`config.mk`:
```
export PLATFORM = sky130hd
export DESIGN_NAME = pso_param_store
export DESIGN_NICKNAME = d
export VERILOG_FILES = /design/src/shared/pso_pkg.sv /design/src/verilog/pso_od_ram.sv /design/src/verilog/pso_nvm_seq.sv /design/src/verilog/pso_param_store.sv
export SDC_FILE = /design/constraint.sdc
export NUM_CORES = 2
export LEC_CHECK = 0
export ABC_AREA = 1
export BUFFER_PORTS_ARGS = -buffer_cell sky130_fd_sc_hd__buf_2
export CORE_UTILIZATION = 68
export DETAILED_ROUTE_END_ITERATION = 10
export PLACE_DENSITY = 0.9
export SLEW_MARGIN = 40
export SYNTH_ARGS = -nofsm -noshare
export SYNTH_HDL_FRONTEND = slang
export SYNTH_SLANG_ARGS = --single-unit
export TNS_END_PERCENT = 5
```
`constraint.sdc`:
```
create_clock -name clk_i -period 100.1 [get_ports clk_i]
set_clock_uncertainty 0.2 [all_clocks]
set_input_delay 20.02 -clock clk_i [delete_from_list [all_inputs] [get_ports clk_i]]
set_output_delay 20.02 -clock clk_i [all_outputs]
set_load 0.02 [all_outputs]
```
`src/shared/pso_pkg.sv`:
```
// Package of constants, carriers and helpers for the parameter store block
package pso_pkg;

  ////////////////////////////////////////////////////////////////////////////
  // Message services and request path
  localparam logic [7:0] SVC_READ = 8'h32;
  localparam logic [7:0] SVC_WRITE = 8'h33;
  localparam logic [7:0] SVC_READ_ALT = 8'h34;
  localparam logic [7:0] SVC_REPLY_BIT = 8'h80;
  localparam logic [7:0] PATH_WORDS = 8'h02;
  localparam logic [7:0] SEG_CLASS = 8'h20;
  localparam logic [7:0] CLASS_OD = 8'h64;
  localparam logic [7:0] SEG_INST = 8'h24;
  localparam logic [7:0] INST_OD = 8'h01;
  localparam logic [3:0] LEN_READ = 4'h9;
  localparam logic [3:0] LEN_WRITE = 4'hA;
  localparam logic [3:0] LAST_SHORT = 4'h3;
  localparam logic [3:0] LAST_READ = 4'h7;
  localparam logic [3:0] LAST_ALT = 4'hB;
  localparam logic [15:0] ALT_TYPE = 16'h0007;
  localparam logic [15:0] ALT_LEN = 16'h0004;

  // General status codes of a reply
  localparam logic [7:0] ST_OK = 8'h00;
  localparam logic [7:0] ST_BAD_PATH = 8'h05;
  localparam logic [7:0] ST_BAD_SVC = 8'h08;
  localparam logic [7:0] ST_BAD_VAL = 8'h09;
  localparam logic [7:0] ST_BUSY = 8'h0C;
  localparam logic [7:0] ST_SHORT = 8'h13;
  localparam logic [7:0] ST_NO_OBJ = 8'h16;

  ////////////////////////////////////////////////////////////////////////////
  // Dictionary indices and subindices
  localparam logic [15:0] IDX_STORE = 16'h1010;
  localparam logic [15:0] IDX_RESTORE = 16'h1011;
  localparam logic [15:0] IDX_MARKER = 16'h1020;
  localparam logic [15:0] IDX_REBOOT = 16'h2800;
  localparam logic [15:0] IDX_MODES = 16'h6060;
  localparam logic [15:0] IDX_TUNE = 16'h2031;
  localparam logic [15:0] IDX_ETH = 16'h2011;
  localparam logic [15:0] IDX_USER = 16'h2701;
  localparam logic [15:0] IDX_COMM = 16'h3501;
  localparam logic [15:0] IDX_MOVE = 16'h6073;
  localparam logic [7:0] SUB_ZERO = 8'h00;
  localparam logic [7:0] SUB_ALL = 8'h01;
  localparam logic [7:0] SUB_COMM = 8'h02;
  localparam logic [7:0] SUB_APP = 8'h03;
  localparam logic [7:0] SUB_USER = 8'h04;
  localparam logic [7:0] SUB_MOVE = 8'h05;
  localparam logic [7:0] SUB_TUNE = 8'h06;
  localparam logic [7:0] SUB_ETH = 8'h0C;
  localparam logic [7:0] SUB_DATE = 8'h01;
  localparam logic [7:0] SUB_TIME = 8'h02;
  localparam logic [2:0] CODE_ETH = 3'h6;

  // Signatures and fixed values
  localparam logic [31:0] SIG_SAVE = 32'h6576_6173;
  localparam logic [31:0] SIG_DISCARD = 32'h6461_6F6C;
  localparam logic [31:0] SIG_BOOT = 32'h746F_6F62;
  localparam logic [31:0] SAVE_DONE = 32'h0000_0001;
  localparam logic [31:0] MARK_CLEAR = 32'h0000_0000;
  localparam logic [31:0] WORD_RESET = 32'h0000_0000;

  // Cyclic drive-profile mode numbers that are refused
  localparam logic [7:0] MODE_IP = 8'h07;
  localparam logic [7:0] MODE_CSP = 8'h08;
  localparam logic [7:0] MODE_CSV = 8'h09;
  localparam logic [7:0] MODE_CST = 8'h0A;

  ////////////////////////////////////////////////////////////////////////////
  // Category mask bits: comm, app, user, move, tune, eth, marker
  localparam int CAT_W = 7;
  localparam logic [6:0] CAT_NONE = 7'h00;
  localparam logic [6:0] CAT_COMM = 7'h01;
  localparam logic [6:0] CAT_APP = 7'h02;
  localparam logic [6:0] CAT_USER = 7'h04;
  localparam logic [6:0] CAT_MOVE = 7'h08;
  localparam logic [6:0] CAT_TUNE = 7'h10;
  localparam logic [6:0] CAT_ETH = 7'h20;
  localparam logic [6:0] CAT_ALL_SAVE = 7'h5F;
  localparam logic [6:0] CAT_ALL_DISCARD = 7'h4F;

  // Memory slots of the dictionary store
  localparam int OD_AW = 5;
  localparam int OD_DEPTH = 32;
  localparam logic [4:0] SLOT_RESTORE_BASE = 5'h08;
  localparam logic [4:0] SLOT_REBOOT = 5'h10;
  localparam logic [4:0] SLOT_MODES = 5'h11;
  localparam logic [4:0] SLOT_TUNE = 5'h12;
  localparam logic [4:0] SLOT_ETH = 5'h13;
  localparam logic [4:0] SLOT_USER = 5'h14;
  localparam logic [4:0] SLOT_COMM = 5'h15;
  localparam logic [4:0] SLOT_MOVE = 5'h16;

  typedef struct packed {
    logic hit;
    logic [4:0] slot;
    logic savable;
    logic marker;
  } pso_slot_t;

  // Request towards the non-volatile memory engine
  typedef struct packed {
    logic req;
    logic discard;
    logic [6:0] cats;
  } pso_nvm_req_t;

  // Subindex to category mask, shared by store and restore
  function automatic logic [6:0] pso_cat_mask(input logic [7:0] sub, input logic discard);
    logic [6:0] m;
    m = CAT_NONE;
    case (sub)
      SUB_ALL: m = discard ? CAT_ALL_DISCARD : CAT_ALL_SAVE;
      SUB_COMM: m = CAT_COMM;
      SUB_APP: m = CAT_APP;
      SUB_USER: m = CAT_USER;
      SUB_MOVE: m = CAT_MOVE;
      SUB_TUNE: m = CAT_TUNE;
      SUB_ETH: m = CAT_ETH;
      default: m = CAT_NONE;
    endcase
    return m;
  endfunction

  // Index/subindex to storage slot
  function automatic pso_slot_t pso_slot_lookup(input logic [15:0] idx, input logic [7:0] sub);
    pso_slot_t s;
    logic [2:0] code;
    s = '0;
    code = (sub == SUB_ETH) ? CODE_ETH : 3'(sub[2:0] - 3'h1);
    if (idx == IDX_STORE || idx == IDX_RESTORE) begin
      s.hit = (pso_cat_mask(sub, 1'b0) != CAT_NONE);
      s.slot = (idx == IDX_RESTORE) ? (SLOT_RESTORE_BASE | {2'b00, code}) : {2'b00, code};
      s.savable = (idx == IDX_STORE);
    end else if (idx == IDX_MARKER) begin
      s.hit = (sub == SUB_DATE) || (sub == SUB_TIME);
      s.savable = 1'b1;
      s.marker = 1'b1;
    end else begin
      s.savable = 1'b1;
      s.hit = 1'b1;
      case (idx)
        IDX_REBOOT: s.slot = SLOT_REBOOT;
        IDX_MODES: s.slot = SLOT_MODES;
        IDX_TUNE: s.slot = SLOT_TUNE;
        IDX_ETH: s.slot = SLOT_ETH;
        IDX_USER: s.slot = SLOT_USER;
        IDX_COMM: s.slot = SLOT_COMM;
        IDX_MOVE: s.slot = SLOT_MOVE;
        default: s.hit = 1'b0;
      endcase
      if (idx == IDX_REBOOT || idx == IDX_USER || idx == IDX_COMM) begin
        s.hit = s.hit && (sub == SUB_ALL);
      end else begin
        s.hit = s.hit && (sub == SUB_ZERO);
      end
    end
    return s;
  endfunction

endpackage

```
`src/verilog/pso_od_ram.sv`:
```
// Small dictionary storage with registered read data
`timescale 1ns/1ps
module pso_od_ram
  import pso_pkg::*;
(
  input wire logic clk_i,
  input wire logic rst_i,
  input wire logic we_i,
  input wire logic [OD_AW-1:0] waddr_i,
  input wire logic [31:0] wdata_i,
  input wire logic [OD_AW-1:0] raddr_i,
  output logic [31:0] rdata_o
);

  logic [31:0] mem_reg [OD_DEPTH];

  // Storage words, cleared at reset
  always_ff @(posedge clk_i or posedge rst_i) begin
    if (rst_i) begin
      for (int i = 0; i < OD_DEPTH; i++) begin
        mem_reg[i] <= WORD_RESET;
      end
    end else if (we_i) begin
      mem_reg[waddr_i] <= wdata_i;
    end
  end

  // Registered read port
  always_ff @(posedge clk_i or posedge rst_i) begin
    if (rst_i) begin
      rdata_o <= WORD_RESET;
    end else begin
      rdata_o <= mem_reg[raddr_i];
    end
  end

endmodule

```
`src/verilog/pso_nvm_seq.sv`:
```
// Sequencer for save and discard operations of the non-volatile memory
`timescale 1ns/1ps
module pso_nvm_seq
  import pso_pkg::*;
(
  input wire logic clk_i,
  input wire logic rst_i,
  input wire logic start_i,
  input wire logic discard_i,
  input wire logic [CAT_W-1:0] cats_i,
  input wire logic [OD_AW-1:0] slot_i,
  input wire logic nvm_done_i,
  input wire logic ack_i,
  output logic busy_o,
  output logic fin_o,
  output logic fin_save_o,
  output logic [OD_AW-1:0] fin_slot_o,
  output pso_nvm_req_t nvm_o
);

  typedef enum logic [1:0] {SQ_IDLE, SQ_REQ, SQ_FIN} pso_sq_t;
  pso_sq_t state_reg;

  assign busy_o = (state_reg != SQ_IDLE);
  assign fin_o = (state_reg == SQ_FIN);

  // Request held to the memory engine until it reports done
  always_ff @(posedge clk_i or posedge rst_i) begin
    if (rst_i) begin
      state_reg <= SQ_IDLE;
      nvm_o <= '0;
      fin_save_o <= 1'b0;
      fin_slot_o <= '0;
    end else begin
      unique case (state_reg)
        SQ_IDLE: if (start_i) begin
          nvm_o <= '{req: 1'b1, discard: discard_i, cats: cats_i};
          fin_save_o <= !discard_i;
          fin_slot_o <= slot_i;
          state_reg <= SQ_REQ;
        end
        SQ_REQ: if (nvm_done_i) begin
          nvm_o.req <= 1'b0;
          state_reg <= SQ_FIN;
        end
        SQ_FIN: if (ack_i) begin
          state_reg <= SQ_IDLE;
        end
      endcase
    end
  end

endmodule

```
`src/verilog/pso_param_store.sv`:
```
// Object access service and parameter store control
`timescale 1ns/1ps
module pso_param_store
  import pso_pkg::*;
(
  input wire logic clk_i,
  input wire logic rst_i,
  input wire logic rx_valid_i,
  input wire logic [7:0] rx_data_i,
  input wire logic rx_last_i,
  output logic rx_ready_o,
  output logic tx_valid_o,
  output logic [7:0] tx_data_o,
  output logic tx_last_o,
  input wire logic tx_ready_i,
  output pso_nvm_req_t nvm_o,
  input wire logic nvm_done_i,
  output logic reboot_o
);

  typedef enum logic [1:0] {PS_RX, PS_EXEC, PS_RDW, PS_TX} pso_state_t;

  pso_state_t state_reg;
  logic [3:0] cnt_reg;
  logic [7:0] svc_reg;
  logic [15:0] idx_reg;
  logic [7:0] sub_reg;
  logic [31:0] val_reg;
  logic [7:0] err_reg;
  logic [7:0] status_reg;
  logic [3:0] rlen_reg;
  logic [3:0] pos_reg;
  logic [31:0] mark_reg [2];
  logic boot_reg;
  logic rx_ready_reg;

  ////////////////////////////////////////////////////////////////////////////
  // Reply byte layout: plain read and alternate read
  function automatic logic [7:0] reply_byte(input logic [3:0] p, input logic [7:0] svc,
                                            input logic [7:0] st, input logic [31:0] v);
    logic alt;
    logic [7:0] b;
    alt = (svc == SVC_READ_ALT);
    b = 8'h00;
    case (p)
      4'h0: b = svc | SVC_REPLY_BIT;
      4'h2: b = st;
      4'h4: b = alt ? ALT_TYPE[7:0] : v[7:0];
      4'h5: b = alt ? ALT_TYPE[15:8] : v[15:8];
      4'h6: b = alt ? ALT_LEN[7:0] : v[23:16];
      4'h7: b = alt ? ALT_LEN[15:8] : v[31:24];
      4'h8: b = v[7:0];
      4'h9: b = v[15:8];
      4'hA: b = v[23:16];
      4'hB: b = v[31:24];
      default: b = 8'h00;
    endcase
    return b;
  endfunction

  ////////////////////////////////////////////////////////////////////////////
  // Request byte checks
  wire logic take = rx_valid_i && rx_ready_reg;
  wire logic [7:0] exp_byte = (cnt_reg == 4'h1) ? PATH_WORDS :
                              (cnt_reg == 4'h2) ? SEG_CLASS :
                              (cnt_reg == 4'h3) ? CLASS_OD :
                              (cnt_reg == 4'h4) ? SEG_INST : INST_OD;
  wire logic path_pos = (cnt_reg >= 4'h1) && (cnt_reg <= 4'h5);
  wire logic byte_err = path_pos && (rx_data_i != exp_byte);
  wire logic [1:0] lane = 2'(cnt_reg - 4'h9);
  wire logic val_pos = (cnt_reg >= 4'h9) && (cnt_reg <= 4'hC);

  // Decode of the addressed entry and of the service
  wire pso_slot_t slot_w = pso_slot_lookup(idx_reg, sub_reg);
  wire logic is_wr = (svc_reg == SVC_WRITE);
  wire logic is_rd = (svc_reg == SVC_READ) || (svc_reg == SVC_READ_ALT);
  wire logic svc_ok = is_wr || is_rd;
  wire logic is_store = (idx_reg == IDX_STORE);
  wire logic is_restore = (idx_reg == IDX_RESTORE);
  wire logic too_short = cnt_reg < (is_wr ? LEN_WRITE : LEN_READ);
  wire logic trig_save = is_store && (val_reg == SIG_SAVE);
  wire logic trig_disc = is_restore && (val_reg == SIG_DISCARD);
  wire logic trig_boot = (slot_w.slot == SLOT_REBOOT) && !slot_w.marker &&
                         (idx_reg == IDX_REBOOT) && (val_reg == SIG_BOOT);
  wire logic cyc_mode = (val_reg[7:0] == MODE_IP) || (val_reg[7:0] == MODE_CSP) ||
                        (val_reg[7:0] == MODE_CSV) || (val_reg[7:0] == MODE_CST);
  wire logic cyc_bad = (idx_reg == IDX_MODES) && cyc_mode;
  wire logic seq_busy;
  wire logic seq_fin;
  wire logic seq_fin_save;
  wire logic [OD_AW-1:0] seq_fin_slot;
  wire logic [31:0] ram_rdata;

  // Status of the request: path fault first, then service, length, entry, busy, value
  wire logic [7:0] exec_status = (err_reg != ST_OK) ? err_reg :
                                 !svc_ok ? ST_BAD_SVC :
                                 too_short ? ST_SHORT :
                                 !slot_w.hit ? ST_NO_OBJ :
                                 (is_wr && (trig_save || trig_disc) && seq_busy) ? ST_BUSY :
                                 (is_wr && cyc_bad) ? ST_BAD_VAL : ST_OK;
  wire logic in_exec = (state_reg == PS_EXEC);
  wire logic wr_ok = in_exec && is_wr && (exec_status == ST_OK);
  wire logic mark_wr = wr_ok && slot_w.marker;
  wire logic mark_clr = wr_ok && slot_w.savable && !slot_w.marker &&
                        !(is_store && sub_reg == SUB_ALL);
  wire logic seq_start = wr_ok && (trig_save || trig_disc);
  wire logic [CAT_W-1:0] seq_cats = pso_cat_mask(sub_reg, trig_disc);
  wire logic fin_ack = seq_fin && !wr_ok;

  // Storage write port: request data first, completion value when free
  wire logic ram_we = (wr_ok && !slot_w.marker) || (fin_ack && seq_fin_save);
  wire logic [OD_AW-1:0] ram_waddr = wr_ok ? slot_w.slot : seq_fin_slot;
  wire logic [31:0] ram_wdata = wr_ok ? val_reg : SAVE_DONE;
  wire logic [31:0] rd_word = slot_w.marker ? mark_reg[sub_reg[1]] : ram_rdata;
  wire logic [3:0] rlen_w = (exec_status != ST_OK || is_wr) ? LAST_SHORT :
                            (svc_reg == SVC_READ_ALT) ? LAST_ALT : LAST_READ;
  wire logic tx_hs = tx_valid_o && tx_ready_i;
  wire logic [3:0] pos_nxt = 4'(pos_reg + 4'h1);

  ////////////////////////////////////////////////////////////////////////////
  // Dictionary storage and save sequencer
  pso_od_ram u_ram (
    .clk_i(clk_i),
    .rst_i(rst_i),
    .we_i(ram_we),
    .waddr_i(ram_waddr),
    .wdata_i(ram_wdata),
    .raddr_i(slot_w.slot),
    .rdata_o(ram_rdata)
  );

  // Discard only touches the saved copy; working values stay until restart
  pso_nvm_seq u_seq (
    .clk_i(clk_i),
    .rst_i(rst_i),
    .start_i(seq_start),
    .discard_i(trig_disc),
    .cats_i(seq_cats),
    .slot_i(slot_w.slot),
    .nvm_done_i(nvm_done_i),
    .ack_i(fin_ack),
    .busy_o(seq_busy),
    .fin_o(seq_fin),
    .fin_save_o(seq_fin_save),
    .fin_slot_o(seq_fin_slot),
    .nvm_o(nvm_o)
  );

  ////////////////////////////////////////////////////////////////////////////
  // Request capture; any transport delivers the same byte stream
  always_ff @(posedge clk_i or posedge rst_i) begin
    if (rst_i) begin
      cnt_reg <= 4'h0;
      svc_reg <= 8'h00;
      idx_reg <= 16'h0000;
      sub_reg <= 8'h00;
      err_reg <= ST_OK;
    end else if (take) begin
      cnt_reg <= (cnt_reg == 4'hF) ? cnt_reg : 4'(cnt_reg + 4'h1);
      if (cnt_reg == 4'h0) svc_reg <= rx_data_i;
      if (cnt_reg == 4'h6) idx_reg[7:0] <= rx_data_i;
      if (cnt_reg == 4'h7) idx_reg[15:8] <= rx_data_i;
      if (cnt_reg == 4'h8) sub_reg <= rx_data_i;
      if (byte_err && err_reg == ST_OK) err_reg <= ST_BAD_PATH;
    end else if (state_reg == PS_TX && tx_hs && pos_reg == rlen_reg) begin
      cnt_reg <= 4'h0;
      err_reg <= ST_OK;
    end
  end

  // Value word: little-endian write data, then read data for the reply
  always_ff @(posedge clk_i or posedge rst_i) begin
    if (rst_i) begin
      val_reg <= WORD_RESET;
    end else if (take && val_pos) begin
      val_reg[lane*8 +: 8] <= rx_data_i;
    end else if (state_reg == PS_RDW) begin
      val_reg <= rd_word;
    end else if (state_reg == PS_TX && tx_hs && pos_reg == rlen_reg) begin
      val_reg <= WORD_RESET;
    end
  end

  // Request and reply sequencing
  always_ff @(posedge clk_i or posedge rst_i) begin
    if (rst_i) begin
      state_reg <= PS_RX;
      rx_ready_reg <= 1'b1;
      status_reg <= ST_OK;
      rlen_reg <= LAST_SHORT;
    end else begin
      unique case (state_reg)
        PS_RX: if (take && rx_last_i) begin
          rx_ready_reg <= 1'b0;
          state_reg <= PS_EXEC;
        end
        PS_EXEC: begin
          status_reg <= exec_status;
          rlen_reg <= rlen_w;
          state_reg <= (exec_status == ST_OK && is_rd) ? PS_RDW : PS_TX;
        end
        PS_RDW: state_reg <= PS_TX;
        PS_TX: if (tx_hs && pos_reg == rlen_reg) begin
          rx_ready_reg <= 1'b1;
          state_reg <= PS_RX;
        end
      endcase
    end
  end

  // Reply byte stream
  always_ff @(posedge clk_i or posedge rst_i) begin
    if (rst_i) begin
      tx_valid_o <= 1'b0;
      tx_data_o <= 8'h00;
      tx_last_o <= 1'b0;
      pos_reg <= 4'h0;
    end else if ((in_exec && !(exec_status == ST_OK && is_rd)) || state_reg == PS_RDW) begin
      tx_valid_o <= 1'b1;
      tx_data_o <= svc_reg | SVC_REPLY_BIT;
      tx_last_o <= 1'b0;
      pos_reg <= 4'h0;
    end else if (state_reg == PS_TX && tx_hs) begin
      tx_valid_o <= (pos_reg != rlen_reg);
      tx_data_o <= reply_byte(pos_nxt, svc_reg, status_reg, val_reg);
      tx_last_o <= (pos_nxt == rlen_reg) && (pos_reg != rlen_reg);
      pos_reg <= pos_nxt;
    end
  end

  // Configuration markers: written by the master, cleared by other savable writes except save-all
  always_ff @(posedge clk_i or posedge rst_i) begin
    if (rst_i) begin
      mark_reg[0] <= MARK_CLEAR;
      mark_reg[1] <= MARK_CLEAR;
    end else if (mark_wr) begin
      mark_reg[sub_reg[1]] <= val_reg;
    end else if (mark_clr) begin
      mark_reg[0] <= MARK_CLEAR;
      mark_reg[1] <= MARK_CLEAR;
    end
  end

  // Restart pulse on the boot signature
  always_ff @(posedge clk_i or posedge rst_i) begin
    if (rst_i) begin
      boot_reg <= 1'b0;
    end else begin
      boot_reg <= wr_ok && trig_boot;
    end
  end

  assign reboot_o = boot_reg;
  assign rx_ready_o = rx_ready_reg;
endmodule

```
* Word level (Yosys, flattened, before mapping)
Index checks and enable logic that the tools add are counted.
Storage, ports and cells: logic and storage cells 307, bits of input ports 14, flip-flop bits (word level) 1243, output and inout bits 21
Operators by class: $lt $le $gt $ge 10, add/sub/neg operators 5, bitwise logic cells 3, equal/unequal tests 61, shift-type cells 2, multiplexer cells 83, reduce and logical (&&, ||, !) cells 86
Operators by type and width (number):
- bitwise mux 1024 bit | 1
- two-way mux 32 bit | 12
- binary-select mux 32 bit (select 5 bit) | 1
- demux 32 bit (select 5 bit) | 1
- two-way mux 64 bit | 2
- one-hot mux 7 bit (7 select lines) | 2
- == test 32 x 31 -> 1 bit, second input constant | 3
- == test 16 x 14 -> 1 bit, second input constant | 5
- two-way mux 8 bit | 10
- one-hot mux 8 bit (10 select lines) | 1
- bitwise mux 64 bit | 1
- == test 16 x 13 -> 1 bit, second input constant | 3
- two-way mux 4 bit | 10
- logical AND 1 bit | 39
- two-way mux 7 bit | 5
- one-hot mux 5 bit (7 select lines) | 1
- negator 5 -> 34 bit | 1
- variable shift 8 x 34 -> 32 bit, first input constant | 1
- variable part select 8 x 34 -> 32 bit | 1
- bitwise mux 32 bit | 1
- demux 32 bit (select 1 bit) | 1
- == test 16 x 15 -> 1 bit, second input constant | 2
- == test 8 x 3 -> 1 bit, second input constant | 4
- == test 8 x 4 -> 1 bit, second input constant | 4
- other kinds (50) | 138

* Depth between registers and ports, before layout
depth in word-level cells 22, gate-level depth with buffers 25, depth with buffers taken out 23

* By module
A second synthesis with hierarchy kept.
Second synthesis, totals: cell total of the unflattened synthesis 7321, area, all modules 57488.9 µm²
By module, submodules not included:
- pso_od_ram | instances 1, seq. area each 26425.3 µm², area an instance 47212.8 µm², cells an instance 5911
- pso_param_store | instances 1, seq. area each 3930.0 µm², area an instance 9519.1 µm², cells an instance 1321
- pso_nvm_seq | instances 1, seq. area each 425.4 µm², area an instance 757.0 µm², cells an instance 89

* Worst setup path after synthesis
Ideal clock, no wire load.
kind input to register, start input rx_valid_i, end register val_reg[0], path buffers 1, cell stages on the path 9, data required time 99.813 ns, setup slack 78.602 ns, setup time 0.087 ns, arrival time 21.212 ns, cell sequence nand2_1 nor2_1 o21ai_0 nor2_1 clkbuf_1 nand2_1 nand2_1 nand2_1 o211ai_1
On the way: word-level cells in the longest chain between the ends 3, elaborated cells on any way between the ends 4, those cells by class mux: 1; reduce/logical: 3
Ends and longest elaborated chain:
- start, declared | line pso_param_store.sv:8 | input wire logic rx_valid_i,
- logical AND 1 bit (*) | line pso_param_store.sv:63 | wire logic take = rx_valid_i && rx_ready_reg;
- logical AND 1 bit (*) | line pso_param_store.sv:175 | end else if (take && val_pos) begin
- nonzero test 3 bit (no line) / two-way mux 32 bit (equally long branches)
- end signal, assigned by index | line pso_param_store.sv:176 | val_reg[lane*8 +: 8] <= rx_data_i;
- end signal, assigned | line pso_param_store.sv:178 | val_reg <= rd_word;
- end, declared | line pso_param_store.sv:28 | logic [31:0] val_reg;
Mark *: on every way between the ends. The rest lies on a longest branch, timed or not. A chain may end at the register's enable or synchronous reset.

==> flow_metrics.tcl <==
set metrics [dict create \
    synthDistinctLibCells 51 \
    synthArstFlopShare_pct 100.0 \
    ys.flop_type "dfrtp_1" \
    setup_ws_ps 78030 \
    core_area_sq_mm 0.06907 \
    detail-route-antenna-nets 0 \
    grt_pass1_wl_mm 254.5 \
    clock_sinks 974 \
    postCtsSetupRepairBufs 0 \
    dpl_cell_area_sq_mm 0.04886 \
    p_leak_uw 0.02658 \
    grt_use_total_pct 47.33 \
    synth.net_count 6483 \
    grt_use_met1_pct 57.35 \
    period_needed_ps 22070 \
    final.setup.tns_ps 0 \
    routedWlPerCell_um 23.24 \
    reg2reg_slack_ps 93830 \
    drive_gt1_share_pct 6.931 \
    largest_register_ffs 768 \
    numCtsBuffers 98 \
    cts_resized 0 \
    yosysSeqAreaShare_pct 51.07 \
    fillers 4589 \
    nets 6306 \
    wirelength_mm 169.2 \
    vias 47290 \
    portBuffers 34 \
    hpwlAfterDp_mm 100.3 \
    clk_path_buf_depth 3 \
    worstSetupStartpoint "rst_i" \
    place_ws_ps 77290 \
    max-cap-violations 0 \
    rsz0062_at_grt "false" \
    synth-edff-count 0 \
    ctsRootBufferMaster "clkbuf_16" \
    cp_max_fo 114 \
    relSlewSlack_pct 37.22 \
    antenna_found_initial 5 \
    pwr-share-seq_pct 49.5 \
    holdWs_ps 266.0 \
    yosysTopAreaCellShare_pct 51.02 \
    synthCells 6444 \
    power_frac_comb_pct 1.2 \
    finalSetupViolations 0 \
    finalHoldViolations 0 \
    min_from "u_ram.mem_reg[511]$_DFFE_PP0P_" \
    power_switching_uw 174.8 \
    drtPass1Iterations 10 \
    use_met3_pct 17.35 \
    synth.avg_cell_area_sq_um 7.406 \
    fin_crit_sh_pct 22.05 \
    grt-busiest-layer "met2" \
    grt_max_degree 157 \
    grt.overflow.total 0 \
    endpoint_kind "async pin" \
    ys_seq_elements 974 \
    start_util_pct 69.10 \
    arrival_ps 22650 \
    die_area_sq_mm 0.07125 \
    swShare_pct 21.99 \
    drt_first_iter_violations 8332 \
    worst_pin_slew_ps 941.8 \
    slew_viol_final 0 \
    p_int_uw 620.1 \
    yosysTopAreaCell "dfrtp_1" \
    max_freq_mhz 45.30 \
    die_width_um 266.9 \
    critical_path_class "in2async" \
    ios 35 \
    htree_levels 3 \
    peakVddDrop_uv 17.12 \
    status "finished clean" \
    viasPerCell 6.494 \
    cp-start-kind "input port" \
    synth_common_cells "3248 x nand2_1, 973 x dfrtp_1, 418 x nand3_1, 293 x nor2_1, 257 x clkbuf_1" \
    cts_tree "built" \
    ctsHoldBuffers 0 \
    drc 0 \
    routabilityCongestion 1.040 \
    grt_pass1_vias 44580 \
    clockPowerShare_pct 49.2 \
    hp-class "reg2reg" \
    met2_usage_pct 67.73 \
    ys_warn_count 0 \
    clk_pin_slew_ps 60 \
    rows 96 \
    ys_top_cells_by_area "dfrtp_1 51%, nand2_1 26%, nand3_1 4.4%" \
    synth_most_common_cell "nand2_1" \
    required_ps 100670 \
    syn_to_final_growth_pct 10.34 \
    crit-reg2reg-launch "sub_reg[1]$_DFFE_PP0P_" \
    fin_area_sq_mm 0.05266 \
    clkLatencyLatePin_ps 730 \
    powerDensity_mw_per_mm2 15.09 \
    dieHeight_um 266.9 \
    syn_area_sq_mm 0.04773 \
]
## layout by cell type, fill, tap and decap left out, drive strengths merged, types with 5 or more instances in the layout
| master | count |
|---|---|
| dfrtp | 973 |
| nor2 | 333 |
| clkbuf | 150 |
| nor4 | 7 |
| buf | 147 |
| o211ai | 67 |
| a21oi | 256 |
| nand3 | 428 |
| o2111ai | 5 |
| o31ai | 28 |
| nand2 | 3260 |
| a31oi | 73 |
| clkinv | 25 |
| o311ai | 7 |
| o21ai | 236 |
| a221oi | 6 |
| inv | 195 |
| ha | 25 |
| bufinv | 8 |
| o22ai | 26 |
| o21a | 6 |
| nor3 | 27 |
| nand4 | 31 |
## cells by family after synthesis
logic type	count (synthesis)	share of synthesized area (%)
fa+ha+maj	25	0.6554
xor+xnor	5	0.09177
simple gates	4092	34.18
mux	1	0.02097
flops	974	51.07
compound gates	722	8.594
buf+inv	625	5.387
## worst max-delay path: stages
cell and delay (ps):
buf_2 150, inv_12 160, buf_16 480, buf_12 500
buf_16 420, clkbuf_8 630
## power by group through the flow
stage	Sequential, uW	Clock, uW	Combinational [uW]
after floorplan	402	0	6.09
after global routing	393	405	11.4
after detailed placement	401	0	9.82
after CTS	394	389	9.86
final	394	391	9.85
after global placement	401	0	9.25
## area by class of cell
| class | instances | area (sq um) | area share, % |
|---|---|---|---|
| clock inverter | 34 | 469.2 | 0.8910 |
| clock buffer | 147 | 2948 | 5.598 |
| timing repair buffer | 150 | 1795 | 3.409 |
| sequential | 974 | 24370 | 46.29 |
| tap | 931 | 1165 | 2.212 |
| antenna | 3 | 7.507 | 0.01426 |
| multi-input combinational | 4845 | 21130 | 40.12 |
| inverter | 198 | 772.0 | 1.466 |
## through the flow
stage | std cells | power, uW | utilization [%]
6_report | 7282 | 794.9 | 76.25
3_5_place_dp | 7083 | 410.7 | 70.74
3_3_place_gp | 7058 | 410.2 | 69.79
2_1_floorplan | 6444 | 407.7 | -
5_1_grt | 7279 | 809.7 | 76.24
4_1_cts | 7264 | 792.3 | 75.69
## worst paths after layout
path                                                  end  cells after the start
min                        u_ram.mem_reg[511]$_DFFE_PP0P_                      2
max                        u_ram.mem_reg[793]$_DFFE_PP0P_                      6
min in group asynchronous  u_seq.state_reg[1]$_DFFE_PP0P_                      2
max in group clk_i                             rx_ready_o                      1
max reg2reg                   u_ram.rdata_o[25]$_DFF_PP0_                     20
min reg2reg                u_ram.mem_reg[511]$_DFFE_PP0P_                      2
## routing by layer
| layer | routed length (um) | vias to the layer above | share of wire, % |
|---|---|---|---|
| met5 | 160 | - | 0.095 |
| met3 | 26550 | 1083 | 16 |
| met1 | 54790 | 21990 | 32 |
| met2 | 71450 | 4111 | 42 |
| li1 | - | 20100 | - |
| met4 | 16300 | 8 | 9.6 |
Power figures use the tool's default switching activity.
